$ cat config.mk
export PLATFORM = sky130hd
export DESIGN_NAME = data_path_state_reporting
export DESIGN_NICKNAME = d
export VERILOG_FILES = /design/src/verilog/dp_status_pkg.sv /design/src/verilog/data_path_state_reporting.sv /design/src/verilog/rx_lane_out.sv /design/src/verilog/sync2.sv
export VERILOG_INCLUDE_DIRS = /design/src /design/src/verilog
export SDC_FILE = /design/constraint.sdc
export NUM_CORES = 1
export LEC_CHECK = 0
export ABC_CLOCK_PERIOD_IN_PS = 2850
export BUFFER_PORTS_ARGS = -buffer_cell sky130_fd_sc_hd__buf_2
export CORE_MARGIN = 1
export CORE_UTILIZATION = 35
export CTS_CLUSTER_SIZE = 25
export DETAILED_ROUTE_END_ITERATION = 10
export PLACE_DENSITY_LB_ADDON = 0.2
export SLEW_MARGIN = 10
export SYNTH_ARGS = -nofsm -noshare
export SYNTH_HDL_FRONTEND = slang
export SYNTH_SLANG_ARGS = --single-unit
$ cat constraint.sdc
create_clock -name clk_i -period 2.85 [get_ports clk_i]
set_clock_uncertainty 0.05 [all_clocks]
set_input_delay 0.285 -clock clk_i [delete_from_list [all_inputs] [get_ports clk_i]]
set_output_delay 0.285 -clock clk_i [all_outputs]
set_load 0.02 [all_outputs]
$ cat src/verilog/dp_status_consts.svh
// constants for the data path status block
`ifndef DP_STATUS_CONSTS_SVH
`define DP_STATUS_CONSTS_SVH

// reported state codes, four bits per lane
`define DP_CODE_GROUND        4'h1
`define DP_CODE_INITIALIZING  4'h2
`define DP_CODE_DEINIT        4'h3
`define DP_CODE_ACTIVATED     4'h4
`define DP_CODE_TURNING_ON    4'h5
`define DP_CODE_TURNING_OFF   4'h6
`define DP_CODE_INITIALIZED   4'h7
`define DP_CODE_WIDTH         4

// max state time code meaning insignificant
`define DP_INSIGNIFICANT_CODE 4'h0

// short-state window, only the dwell count limit; no state is suppressed
`define DP_SHORT_STATE_US     1000
`define DP_CLK_MHZ            20
`define DP_SHORT_STATE_CYC    (`DP_SHORT_STATE_US * `DP_CLK_MHZ)

`endif

$ cat src/verilog/dp_status_pkg.sv
// types for the data path status block
package dp_status_pkg;

	typedef enum logic [2:0] {
		ST_GROUND,
		ST_INITIALIZING,
		ST_INITIALIZED,
		ST_DEINIT,
		ST_TURNING_ON,
		ST_ACTIVATED,
		ST_TURNING_OFF
	} path_state_t;

endpackage

$ cat src/verilog/data_path_state_reporting.sv
// data path state machine with lane state reporting and change flags
`include "dp_status_consts.svh"
`timescale 1ns/100ps
`default_nettype none

// Notes on behaviour
// - path state machine only gates rx output until first initialization completes.
// - after initialization, valid rx input is forwarded in working states unless muted.
// - in deinit, ground or initializing states rx output keeps forwarding.
// - host rx mute bit always mutes that lane's rx output.
// - enabled auto squelch with squelch condition mutes the lane output.
// - rx output status shows the real output, independent of path state.
// - lane request bit 0 asks initialization, 1 asks deinitialization.
// - one write may change several paths' bits; every path reacts.
// - one cycle after state entry the state code goes to every lane of the path.
// - reporting is skipped only for states left at once; briefly held states are reported.
// - a state change indication sets the flag on all lanes of the path.
// - a transient time code of zero is insignificant, others significant.
// - steady entry flags only if not exiting and a significant transient passed.
// - flag set only entering initialized, ground or activated states.
// - state changes never clear flags.
// - in ground state all tx lane outputs of the path are quiescent.
// - deinit signal is not ready, or low power, or any lane request bit.
// - ground state goes to initializing when deinit signal false and not reset.
module data_path_state_reporting #(
	parameter int LANES      = 8,
	parameter int PATH_LANES = 2,
	parameter int SHORT_CYC  = `DP_SHORT_STATE_CYC
) (
	// clock and reset
	input  wire logic                        clk_i,
	input  wire logic                        srst_i,
	// module level terms
	input  wire logic                        module_is_ready_term_i,
	input  wire logic                        low_power_signal_i,
	// host lane controls
	input  wire logic [LANES-1:0]            lane_deinit_request_i,
	input  wire logic [LANES-1:0]            tx_output_off_ctrl_i,
	input  wire logic [LANES-1:0]            tx_forced_squelch_ctrl_i,
	input  wire logic [LANES-1:0]            rx_output_mute_ctrl_i,
	input  wire logic [LANES-1:0]            auto_squelch_en_i,
	input  wire logic [LANES-1:0]            state_changed_flag_clr_i,
	// advertised transient durations
	input  wire logic [3:0]                  max_time_init_i,
	input  wire logic [3:0]                  max_time_deinit_i,
	input  wire logic [3:0]                  max_time_turn_on_i,
	input  wire logic [3:0]                  max_time_turn_off_i,
	// path resource completion from the datapath electronics
	input  wire logic [LANES-1:0]            init_done_i,
	input  wire logic [LANES-1:0]            deinit_done_i,
	input  wire logic [LANES-1:0]            turn_on_done_i,
	input  wire logic [LANES-1:0]            turn_off_done_i,
	// rx pins
	input  wire logic [LANES-1:0]            rx_valid_in_i,
	input  wire logic [LANES-1:0]            squelch_cond_i,
	output logic      [LANES-1:0]            rx_valid_out_o,
	output logic      [LANES-1:0]            rx_output_actual_status_o,
	// tx enables and status
	output logic      [LANES-1:0]            tx_output_enable_o,
	output logic      [LANES*4-1:0]          lane_current_state_field_o,
	output logic      [LANES-1:0]            state_changed_flag_o
);

	localparam int PATHS = LANES / PATH_LANES;
	localparam int CW    = $clog2(SHORT_CYC + 1);

	logic [LANES-1:0] rx_valid_sync;
	logic [LANES-1:0] squelch_sync;

	sync2 #(.WIDTH(LANES)) u_sync_rx (
		.clk_i  (clk_i),
		.srst_i (srst_i),
		.d_i    (rx_valid_in_i),
		.q_o    (rx_valid_sync)
	);

	sync2 #(.WIDTH(LANES)) u_sync_sq (
		.clk_i  (clk_i),
		.srst_i (srst_i),
		.d_i    (squelch_cond_i),
		.q_o    (squelch_sync)
	);

	function automatic logic [3:0] state_code(input dp_status_pkg::path_state_t s);
		case (s)
			dp_status_pkg::ST_GROUND:       state_code = `DP_CODE_GROUND;
			dp_status_pkg::ST_INITIALIZING: state_code = `DP_CODE_INITIALIZING;
			dp_status_pkg::ST_INITIALIZED:  state_code = `DP_CODE_INITIALIZED;
			dp_status_pkg::ST_DEINIT:       state_code = `DP_CODE_DEINIT;
			dp_status_pkg::ST_TURNING_ON:   state_code = `DP_CODE_TURNING_ON;
			dp_status_pkg::ST_ACTIVATED:    state_code = `DP_CODE_ACTIVATED;
			dp_status_pkg::ST_TURNING_OFF:  state_code = `DP_CODE_TURNING_OFF;
			default:                        state_code = `DP_CODE_GROUND;
		endcase
	endfunction

	genvar p;
	genvar l;
	generate
		for (p = 0; p < PATHS; p++) begin : g_path
			dp_status_pkg::path_state_t state_reg;
			dp_status_pkg::path_state_t state_next;
			logic [PATH_LANES-1:0]      req;
			logic [PATH_LANES-1:0]      txoff;
			logic [PATH_LANES-1:0]      txsq;
			logic                       deinit_sig;
			logic                       deactivate_sig;
			logic                       init_done;
			logic                       deinit_done;
			logic                       on_done;
			logic                       off_done;
			logic                       entering;
			logic                       steady_entry;
			logic                       stays;
			logic                       transient_sig;
			logic                       signif_reg;
			logic                       rx_ready_reg;
			logic                       fwd_state;
			logic                       indicate;
			logic [3:0]                 report_reg;
			logic [3:0]                 pend_code_reg;
			logic                       pend_reg;
			logic [CW-1:0]              dwell_reg;
			logic [3:0]                 cur_time_code;

			assign req   = lane_deinit_request_i[p*PATH_LANES +: PATH_LANES];
			assign txoff = tx_output_off_ctrl_i[p*PATH_LANES +: PATH_LANES];
			assign txsq  = tx_forced_squelch_ctrl_i[p*PATH_LANES +: PATH_LANES];
			assign init_done   = init_done_i[p*PATH_LANES];
			assign deinit_done = deinit_done_i[p*PATH_LANES];
			assign on_done     = turn_on_done_i[p*PATH_LANES];
			assign off_done    = turn_off_done_i[p*PATH_LANES];

			// each path reads only its own slice, so one write hits many paths
			assign deinit_sig = ~module_is_ready_term_i
				| low_power_signal_i | (|req);
			assign deactivate_sig = deinit_sig | (|txoff) | (|txsq);

			always_comb begin
				state_next = state_reg;
				case (state_reg)
					dp_status_pkg::ST_GROUND:
						if (!deinit_sig) state_next = dp_status_pkg::ST_INITIALIZING;
					dp_status_pkg::ST_INITIALIZING:
						if (deinit_sig) state_next = dp_status_pkg::ST_DEINIT;
						else if (init_done) state_next = dp_status_pkg::ST_INITIALIZED;
					dp_status_pkg::ST_INITIALIZED:
						if (deinit_sig) state_next = dp_status_pkg::ST_DEINIT;
						else if (!deactivate_sig) state_next = dp_status_pkg::ST_TURNING_ON;
					dp_status_pkg::ST_DEINIT:
						if (deinit_done) state_next = dp_status_pkg::ST_GROUND;
					dp_status_pkg::ST_TURNING_ON:
						if (deactivate_sig) state_next = dp_status_pkg::ST_TURNING_OFF;
						else if (on_done) state_next = dp_status_pkg::ST_ACTIVATED;
					dp_status_pkg::ST_ACTIVATED:
						if (deactivate_sig) state_next = dp_status_pkg::ST_TURNING_OFF;
					dp_status_pkg::ST_TURNING_OFF:
						if (off_done) state_next = dp_status_pkg::ST_INITIALIZED;
					default:
						state_next = dp_status_pkg::ST_GROUND;
				endcase
			end

			assign entering = (state_next != state_reg);
			assign transient_sig = (state_next == dp_status_pkg::ST_INITIALIZING)
				| (state_next == dp_status_pkg::ST_DEINIT)
				| (state_next == dp_status_pkg::ST_TURNING_ON)
				| (state_next == dp_status_pkg::ST_TURNING_OFF);
			assign steady_entry = entering & ~transient_sig;

			// conditions for staying in the steady state about to be entered
			assign stays = (state_next == dp_status_pkg::ST_GROUND) ? deinit_sig :
				(state_next == dp_status_pkg::ST_ACTIVATED) ? ~deactivate_sig :
				(~deinit_sig & deactivate_sig);

			assign cur_time_code =
				(state_reg == dp_status_pkg::ST_INITIALIZING) ? max_time_init_i :
				(state_reg == dp_status_pkg::ST_DEINIT)       ? max_time_deinit_i :
				(state_reg == dp_status_pkg::ST_TURNING_ON)   ? max_time_turn_on_i :
				(state_reg == dp_status_pkg::ST_TURNING_OFF)  ? max_time_turn_off_i :
				`DP_INSIGNIFICANT_CODE;

			// leaving a transient with a nonzero code counts as significant
			assign indicate = steady_entry & stays
				& (signif_reg | (entering & (cur_time_code != `DP_INSIGNIFICANT_CODE)));

			assign fwd_state = (state_reg == dp_status_pkg::ST_INITIALIZED)
				| (state_reg == dp_status_pkg::ST_TURNING_ON)
				| (state_reg == dp_status_pkg::ST_TURNING_OFF)
				| (state_reg == dp_status_pkg::ST_ACTIVATED);

			always_ff @(posedge clk_i) begin
				if (srst_i) begin
					state_reg <= dp_status_pkg::ST_GROUND;
				end else begin
					state_reg <= state_next;
				end
			end

			always_ff @(posedge clk_i) begin
				if (srst_i) begin
					signif_reg <= 1'b0;
				end else if (indicate) begin
					signif_reg <= 1'b0;
				end else if (entering && cur_time_code != `DP_INSIGNIFICANT_CODE) begin
					signif_reg <= 1'b1;
				end
			end

			// rx resources are ready after the first completed initialization
			always_ff @(posedge clk_i) begin
				if (srst_i) begin
					rx_ready_reg <= 1'b0;
				end else if (state_reg == dp_status_pkg::ST_INITIALIZING && init_done
					&& !deinit_sig) begin
					rx_ready_reg <= 1'b1;
				end
			end

			// a state is reported one cycle after entry, except one left within that cycle;
			// short dwell hiding is not used, so the host sees every lasting state
			always_ff @(posedge clk_i) begin
				if (srst_i) begin
					report_reg    <= `DP_CODE_GROUND;
					pend_code_reg <= `DP_CODE_GROUND;
					pend_reg      <= 1'b0;
					dwell_reg     <= '0;
				end else if (entering) begin
					pend_code_reg <= state_code(state_next);
					pend_reg      <= 1'b1;
					dwell_reg     <= '0;
				end else if (pend_reg) begin
					report_reg <= pend_code_reg;
					pend_reg   <= 1'b0;
					if (dwell_reg != CW'(SHORT_CYC)) begin
						dwell_reg <= dwell_reg + 1'b1;
					end
				end
			end

			for (l = 0; l < PATH_LANES; l++) begin : g_lane
				localparam int LN = p * PATH_LANES + l;
				logic flag_reg;

				// set wins over a clear in the same cycle
				always_ff @(posedge clk_i) begin
					if (srst_i) begin
						flag_reg <= 1'b0;
					end else if (indicate) begin
						flag_reg <= 1'b1;
					end else if (state_changed_flag_clr_i[LN]) begin
						flag_reg <= 1'b0;
					end
				end

				assign state_changed_flag_o[LN] = flag_reg;
				assign lane_current_state_field_o[LN*4 +: 4] = report_reg;
				assign tx_output_enable_o[LN] =
					(state_reg == dp_status_pkg::ST_ACTIVATED) ||
					(state_reg == dp_status_pkg::ST_INITIALIZED && !txoff[l] && !txsq[l]) ||
					(state_reg == dp_status_pkg::ST_TURNING_ON) ||
					(state_reg == dp_status_pkg::ST_TURNING_OFF && !txoff[l] && !txsq[l]);
				// ground, initializing and deinit leave tx quiescent

				rx_lane_out u_rx (
					.clk_i                     (clk_i),
					.srst_i                    (srst_i),
					.rx_resources_ready_i      (rx_ready_reg),
					.forwarding_state_i        (fwd_state),
					.rx_output_mute_ctrl_i     (rx_output_mute_ctrl_i[LN]),
					.auto_squelch_en_i         (auto_squelch_en_i[LN]),
					.squelch_cond_i            (squelch_sync[LN]),
					.rx_valid_in_i             (rx_valid_sync[LN]),
					.rx_valid_out_o            (rx_valid_out_o[LN]),
					.rx_output_actual_status_o (rx_output_actual_status_o[LN])
				);
			end
		end
	endgenerate

endmodule

`default_nettype wire

$ cat src/verilog/rx_lane_out.sv
// one lane of rx output forwarding, muting and status
`timescale 1ns/100ps
`default_nettype none

module rx_lane_out (
	// clock and reset
	input  wire logic clk_i,
	input  wire logic srst_i,
	// control
	input  wire logic rx_resources_ready_i,
	input  wire logic forwarding_state_i,
	input  wire logic rx_output_mute_ctrl_i,
	input  wire logic auto_squelch_en_i,
	input  wire logic squelch_cond_i,
	// data path
	input  wire logic rx_valid_in_i,
	output logic      rx_valid_out_o,
	output logic      rx_output_actual_status_o
);

	logic rx_enable_next;
	logic rx_valid_out_reg;

	// outside forwarding states we keep forwarding once initialized
	assign rx_enable_next = rx_resources_ready_i
		& (forwarding_state_i | rx_resources_ready_i)
		& ~rx_output_mute_ctrl_i
		& ~(auto_squelch_en_i & squelch_cond_i)
		& rx_valid_in_i;

	always_ff @(posedge clk_i) begin
		if (srst_i) begin
			rx_valid_out_reg <= 1'b0;
		end else begin
			rx_valid_out_reg <= rx_enable_next;
		end
	end

	assign rx_valid_out_o            = rx_valid_out_reg;
	// status mirrors the real output, not the path state
	assign rx_output_actual_status_o = rx_valid_out_reg;

endmodule

`default_nettype wire

$ cat src/verilog/sync2.sv
// two-stage synchroniser for pin inputs
`timescale 1ns/100ps
`default_nettype none

module sync2 #(
	parameter int WIDTH = 1
) (
	input  wire logic             clk_i,
	input  wire logic             srst_i,
	input  wire logic [WIDTH-1:0] d_i,
	output logic      [WIDTH-1:0] q_o
);

	logic [WIDTH-1:0] meta_reg;
	logic [WIDTH-1:0] q_reg;

	always_ff @(posedge clk_i) begin
		if (srst_i) begin
			meta_reg <= '0;
			q_reg    <= '0;
		end else begin
			meta_reg <= d_i;
			q_reg    <= meta_reg;
		end
	end

	assign q_o = q_reg;

endmodule

`default_nettype wire

---- Yosys cells after proc, flatten, opt, wreduce, memory -nomap -nowiden ----
Index checks and enable logic that the tools add are counted.
word-level totals
  flip-flop bits (word level) ............. 104
  bits of input ports ..................... 116
  output and inout port bits .............. 64
  logic and storage cells ................. 450
cells by class
  equality and inequality tests ........... 52
  muxes and demuxes ....................... 92
  bitwise operators ....................... 134
  reduce and logical (&&, ||, !) cells .... 128
operator list
  cell                                            number
  two-way mux 3 bit                               40
  one-hot mux 3 bit (7 select lines)              4
  == test 3 bit (second input constant)           24
  one-hot mux 3 bit (6 select lines)              4
  two-way mux 4 bit                               16
  AND 1 bit                                       56
  == test 3 x 2 -> 1 bit (second input constant)  16
  bitwise OR 1 bit                                45
  logical AND 1 bit                               44
  NOT 1 bit                                       33
  OR reduction 2 bit                              16
  two-way mux 1 bit                               28
  == test 3 x 1 -> 1 bit (second input constant)  8
  logical NOT 3 bit                               8
  logical OR 1 bit                                24
  logical NOT 1 bit                               20
  nonzero test 2 bit                              8
  nonzero test 4 bit                              4
  != test 3 bit                                   4
  AND reduction 2 bit                             4

---- Longest topological paths before layout ----
  depth after elaboration ................. 17
  gate-level depth with buffers ........... 9

---- Modules after synthesis ----
Synthesis repeated with hierarchy kept, for this count alone.
unflattened totals
  cells, all modules ...................... 559
  area, all modules ....................... 4,828.4 sq um
modules (own cells, without submodules)
  module                     instances  cells an instance  area each (sq um)  seq. area each (sq um)
  data_path_state_reporting  1          461                3,519.6            1,121.1
  sync2                      2          33                 464.2              320.3
  rx_lane_out                8          4                  47.5               20.0

---- Least setup slack after synthesis ----
OpenSTA, ideal clock, no wires.
  path kind ............................... input-to-reg
  start ................................... input low_power_signal_i
  end ..................................... register g_path[0].pend_code_reg[2]
  library setup time ...................... 122 ps
  arrival time ............................ 2,141 ps
  data required time ...................... 2,678 ps
  slack ................................... 537 ps
  stages on the path ...................... 8
  cells stage by stage .................... or4b_1 -> buf_2 -> mux2i_1 -> o31ai_1 -> xnor2_1 -> a21oi_2 -> buf_4 -> o311a_1
between the ends
  word-level cells in the longest chain between the ends .. 9
  elaborated cells between the ends (all ways) .. 19
RTL lines
  item                                    RTL line                          source
  start: declaration                      data_path_state_reporting.sv:35   input wire logic low_power_signal_i,
  bitwise OR 1 bit (*) (2 in series)      data_path_state_reporting.sv:136  | low_power_signal_i | (|req);
  bitwise OR 1 bit (2 in series)          data_path_state_reporting.sv:137  assign deactivate_sig = deinit_sig | (|txoff) | (|txsq);
  two-way mux 3 bit                       data_path_state_reporting.sv:149  else if (!deactivate_sig) state_next = dp_status_pkg::ST_TURNING_ON;
  two-way mux 3 bit                       data_path_state_reporting.sv:148  if (deinit_sig) state_next = dp_status_pkg::ST_DEINIT;
  one-hot mux 3 bit (7 select lines) (*)  data_path_state_reporting.sv:141  case (state_reg)
  == test 3 bit (tied with other cells)   data_path_state_reporting.sv:85   case (s)
  one-hot mux 3 bit (6 select lines)      data_path_state_reporting.sv:85
  end signal: assignment                  data_path_state_reporting.sv:225  pend_code_reg <= `DP_CODE_GROUND;
  end signal: assignment                  data_path_state_reporting.sv:229  pend_code_reg <= state_code(state_next);
  end: declaration                        data_path_state_reporting.sv:121  logic [3:0] pend_code_reg;
Mark *: on every way between the ends. The rest lies on a longest branch, timed or not.
A chain may end at the register's enable or synchronous reset.

---- Final worst setup path ----
  start ................................... register g_path[2].state_reg[2]
  end ..................................... register g_path[2].g_lane[0].flag_reg
between the ends
  word-level cells in the longest chain between the ends .. 12
  elaborated cells between the ends (all ways) .. 43
RTL lines
  item                                                              RTL line                                                                                              source
  start: declaration                                                data_path_state_reporting.sv:101                                                                      dp_status_pkg::path_state_t state_reg;
  start signal: assignment                                          data_path_state_reporting.sv:194                                                                      state_reg <= dp_status_pkg::ST_GROUND;
  start signal: assignment                                          data_path_state_reporting.sv:196                                                                      state_reg <= state_next;
  two-way mux 3 bit, on equally long branches                       data_path_state_reporting.sv:154, data_path_state_reporting.sv:146, data_path_state_reporting.sv:149
  two-way mux 3 bit, on equally long branches                       data_path_state_reporting.sv:153, data_path_state_reporting.sv:145, data_path_state_reporting.sv:148
  one-hot mux 3 bit (7 select lines)                                data_path_state_reporting.sv:141
  == test 3 x 1 -> 1 bit or == test 3 x 2 -> 1 bit (tied branches)  data_path_state_reporting.sv:165, data_path_state_reporting.sv:166
  bitwise OR 1 bit                                                  data_path_state_reporting.sv:166                                                                      | (state_next == dp_status_pkg::ST_DEINIT)
  bitwise OR 1 bit                                                  data_path_state_reporting.sv:167                                                                      | (state_next == dp_status_pkg::ST_TURNING_ON)
  bitwise OR 1 bit                                                  data_path_state_reporting.sv:168                                                                      | (state_next == dp_status_pkg::ST_TURNING_OFF);
  NOT 1 bit                                                         data_path_state_reporting.sv:169                                                                      assign steady_entry = entering & ~transient_sig;
  AND 1 bit                                                         data_path_state_reporting.sv:169
  AND 1 bit                                                         data_path_state_reporting.sv:184                                                                      assign indicate = steady_entry & stays
  AND 1 bit (*)                                                     data_path_state_reporting.sv:184
  two-way mux 1 bit or nonzero test 2 bit (tied branches)           -
  end signal: assignment                                            data_path_state_reporting.sv:248                                                                      flag_reg <= 1'b0;
  end signal: assignment                                            data_path_state_reporting.sv:250                                                                      flag_reg <= 1'b1;
  end signal: assignment                                            data_path_state_reporting.sv:252                                                                      flag_reg <= 1'b0;
  end: declaration                                                  data_path_state_reporting.sv:243                                                                      logic flag_reg;
Marked as above.

==> results by group <==
Outcome
  – Status: finished clean

Job
  – Max-cap check violation count: 0

Critical path
  – Max stage delay cell, worst path: a2111oi_0
  – R2r setup slk: 0.30 ns
  – Reg2reg end: g_path[2].g_lane[0].flag_reg
  – Crit Path Class: flop to flop
  – CP Max Fanout: 10
  – WP data arrival: 2.73 ns
  – Crit-path cells: o211ai_1 -> o31ai_1 -> a2111oi_0 -> a211oi_2 -> a21oi_2 -> nor2b_1 -> a22o_1
  – Max stage delay on crit path: 0.63 ns
  – Critical Path RT: 3.03 ns
  – Nature of the critical path startpoint: flop
  – Crit path buf inv count: 0
  – R2R depth: 7
  – Top delay family on crit path: compound AO/OA/AOI/OAI gates
  – Reg-to-reg startpoint: g_path[2].state_reg[2]
  – Crit. End Element: flop
  – Crit path from: g_path[2].state_reg[2]

Final layout
  – Post-Layout Cell Count: 865
  – Fill cell count: 1345
  – Final nets: 800
  – ANT cells: 0
  – Layout cells sized above 1: 0.295
  – Area Overhead vs Synth: 20.2%
  – Area of the multi-input gates: 2430 µm²
  – Sequential cell area: 1920 µm²

Clock tree
  – Clk root buf: clkbuf_16
  – Clock sinks: 96
  – Post-CTS Hold Fix Bufs: 0
  – Htree depth: 3
  – CTS resizes: 0
  – Clock latency on the worst-skew pair: 0.33 ns
  – CTS Buf Count: 9
  – Reg clk slew, reported paths: 0.07 ns
  – Post-CTS Setup Bufs: 0
  – CTS tree: built
  – Clock buffer depth: 2

GRT
  – Antenna violations before repair: 0
  – Vias in the first global route: 4098
  – First-pass GRT wire length: 19.1 mm
  – Largest net degree at the start of global routing: 75
  – Grt ovf: 0
  – GRT Util Overall: 0.165

Yosys
  – Syn. warnings: 0
  – Main synth FF type: dfxtp_1
  – EDFF count, synth: 0
  – Synth top area share: 0.395
  – Yosys cell types: 73
  – Largest area contributor in the netlist: dfxtp_1
  – Mapped Area: 4860 µm²
  – Top post-synthesis cells by area: dfxtp_1 (40%), buf_4 (7.0%), nor2b_1 (5.5%)
  – Syn avg cell area: 8.48 µm²
  – Async SR Flop Fraction: 0
  – Register bit total from synthesis: 96
  – Gate Count Post-Synth: 573
  – Sequential share of the synthesized area: 0.395

Power and ir drop
  – Total power: 3.92 mW
  – Worst vdd ir: 0.326 mV
  – Power Density: 671 nW/µm²
  – Static Leak: 2.54 nW

Route
  – Drt total wl: 11.7 mm
  – Residual DRC: 0
  – Post-detailed-route wirelength per cell: 13.5 µm
  – ANT nets after route: 0
  – Pre-antenna DRT Iters: 4
  – Via/cell ratio: 5.17
  – Drt initial violations: 276
  – Vias: 4469

Placement
  – Hpwl dp: 8.71 mm
  – Final Wtd Congestion: 0.918
  – # port buffers: 155
  – Placed cells: 849
  – DP Worst Slack: 0.213 ns

Floorplan
  – FP Rows: 42
  – Chip Width: 120 µm
  – IO Count: 180
  – Core region area: 13400 µm²
  – Starting Density: 0.363
  – Die area: 14400 µm²
  – Die Ht: 120 µm

STA
  – Final hold slack: 0.0561 ns
  – Worst-margin pin slew: 0.765 ns
  – Final setup fails: 0
  – Max-slew headroom: 0.490
  – Tmin final: 2.55 ns
  – RSZ-0062 raised after global routing: false
  – Max-slew violation count: 0
  – Final Hold Viols: 0
  – Setup TNS: 0 ns
  – Fin crit share: 0.896
  – FMAX: 392 MHz
  – Setup ws final: 0.297 ns

Hold path
  – Worst Hold Class: input port to flop
  – HP Start: rx_output_mute_ctrl_i[0]
  – Worst hold stages: 2
==> per-stage QoR <==
step	cell area [µm²]	utilization
after floorplan	4890	-
after global placement	5520	0.412
after detailed placement	5520	0.412
after CTS	5840	0.436
after global routing	5840	0.436
final	5840	0.436
==> kinds of logic (layout without fill, tap and decap cells) <==
group | after synthesis | count (layout) | synth area share
compound gates | 142 | 142 | 0.219
xor+xnor | 1 | 1 | 0.00180
buf+inv | 93 | 202 | 0.109
flops | 96 | 96 | 0.395
mux | 16 | 16 | 0.0330
other cells | 1 | 8 | 0.000772
simple gates | 224 | 224 | 0.241
==> how the worst max path moves through the flow <==
stage | to | slack [ns] | depth (start not counted)
2_1_floorplan | g_path[0].pend_code_reg[2] | 0.54 | 8
4_1_cts | g_path[2].g_lane[0].flag_reg | 0.33 | 7
5_1_grt | g_path[2].g_lane[0].flag_reg | 0.13 | 7
3_5_place_dp | g_path[2].g_lane[0].flag_reg | 0.21 | 9
3_3_place_gp | g_path[0].pend_code_reg[2] | 0.28 | 8
6_report | g_path[2].g_lane[0].flag_reg | 0.30 | 7
==> layout by cell type (no fill, tap or decap), types with 4 or more instances in the layout <==
cell	synthesis	layout
a2111oi_0	10	10
a211o_1	6	6
a21oi_1	20	20
a31oi_1	6	6
and2_1	5	5
and3_1	4	4
buf_2	4	155
buf_4	45	14
clkbuf_16	0	9
conb_1	1	8
dfxtp_1	96	96
inv_1	16	16
mux2i_1	16	16
nand2_1	50	50
nand2b_1	10	10
nand3_1	7	7
nand3b_1	4	4
nor2_1	59	59
nor2b_1	43	43
nor3_1	9	9
nor4_1	8	8
o211ai_1	9	9
o21a_1	4	4
o21ai_0	25	25
o31ai_1	10	10
or4_1	5	5
==> final cells by class <==
| cell class | count | area share |
|---|---|---|
| inverters | 17 | 0.0109 |
| clock buffers | 9 | 0.0386 |
| well taps | 176 | 0.0377 |
| repair buffers | 169 | 0.151 |
| clock inverters | 7 | 0.0165 |
| multi-input cells | 391 | 0.417 |
| flip-flops and latches | 96 | 0.329 |
==> cells in the mapped netlist, types with 4 or more instances <==
cell       number
nand3b_1        4
nor2_1         59
buf_4          45
dfxtp_1        96
o21ai_0        25
and3_1          4
a31oi_1         6
o31ai_1        10
nor2b_1        43
o211ai_1        9
nor4_1          8
clkbuf_1       24
mux2i_1        16
nand2b_1       10
inv_1          16
a21oi_1        20
o21a_1          4
nor3_1          9
a2111oi_0      10
or4_1           5
nand3_1         7
nand2_1        50
buf_2           4
and2_1          5
a211o_1         6
==> routing by layer <==
| metal | routed length (µm) | part of all wire | GRT usage |
|---|---|---|---|
| met1 | 5590 | 0.48 | 0.214 |
| met5 | 0 | 0 | 0 |
| met3 | 650 | 0.056 | 0.0328 |
| met4 | 87 | 0.0074 | 0.0359 |
| met2 | 5370 | 0.46 | 0.280 |
==> power breakdown <==
part / switching, mW / total (mW) / leakage [nW] / internal, mW
registers: 0.141 / 1.63 / 0.786 / 1.49
logic: 0.566 / 1.03 / 1.60 / 0.460
clock network: 0.555 / 1.26 / 0.154 / 0.708
total: 1.26 / 3.92 / 2.54 / 2.66
Power figures use the tool's default switching activity.
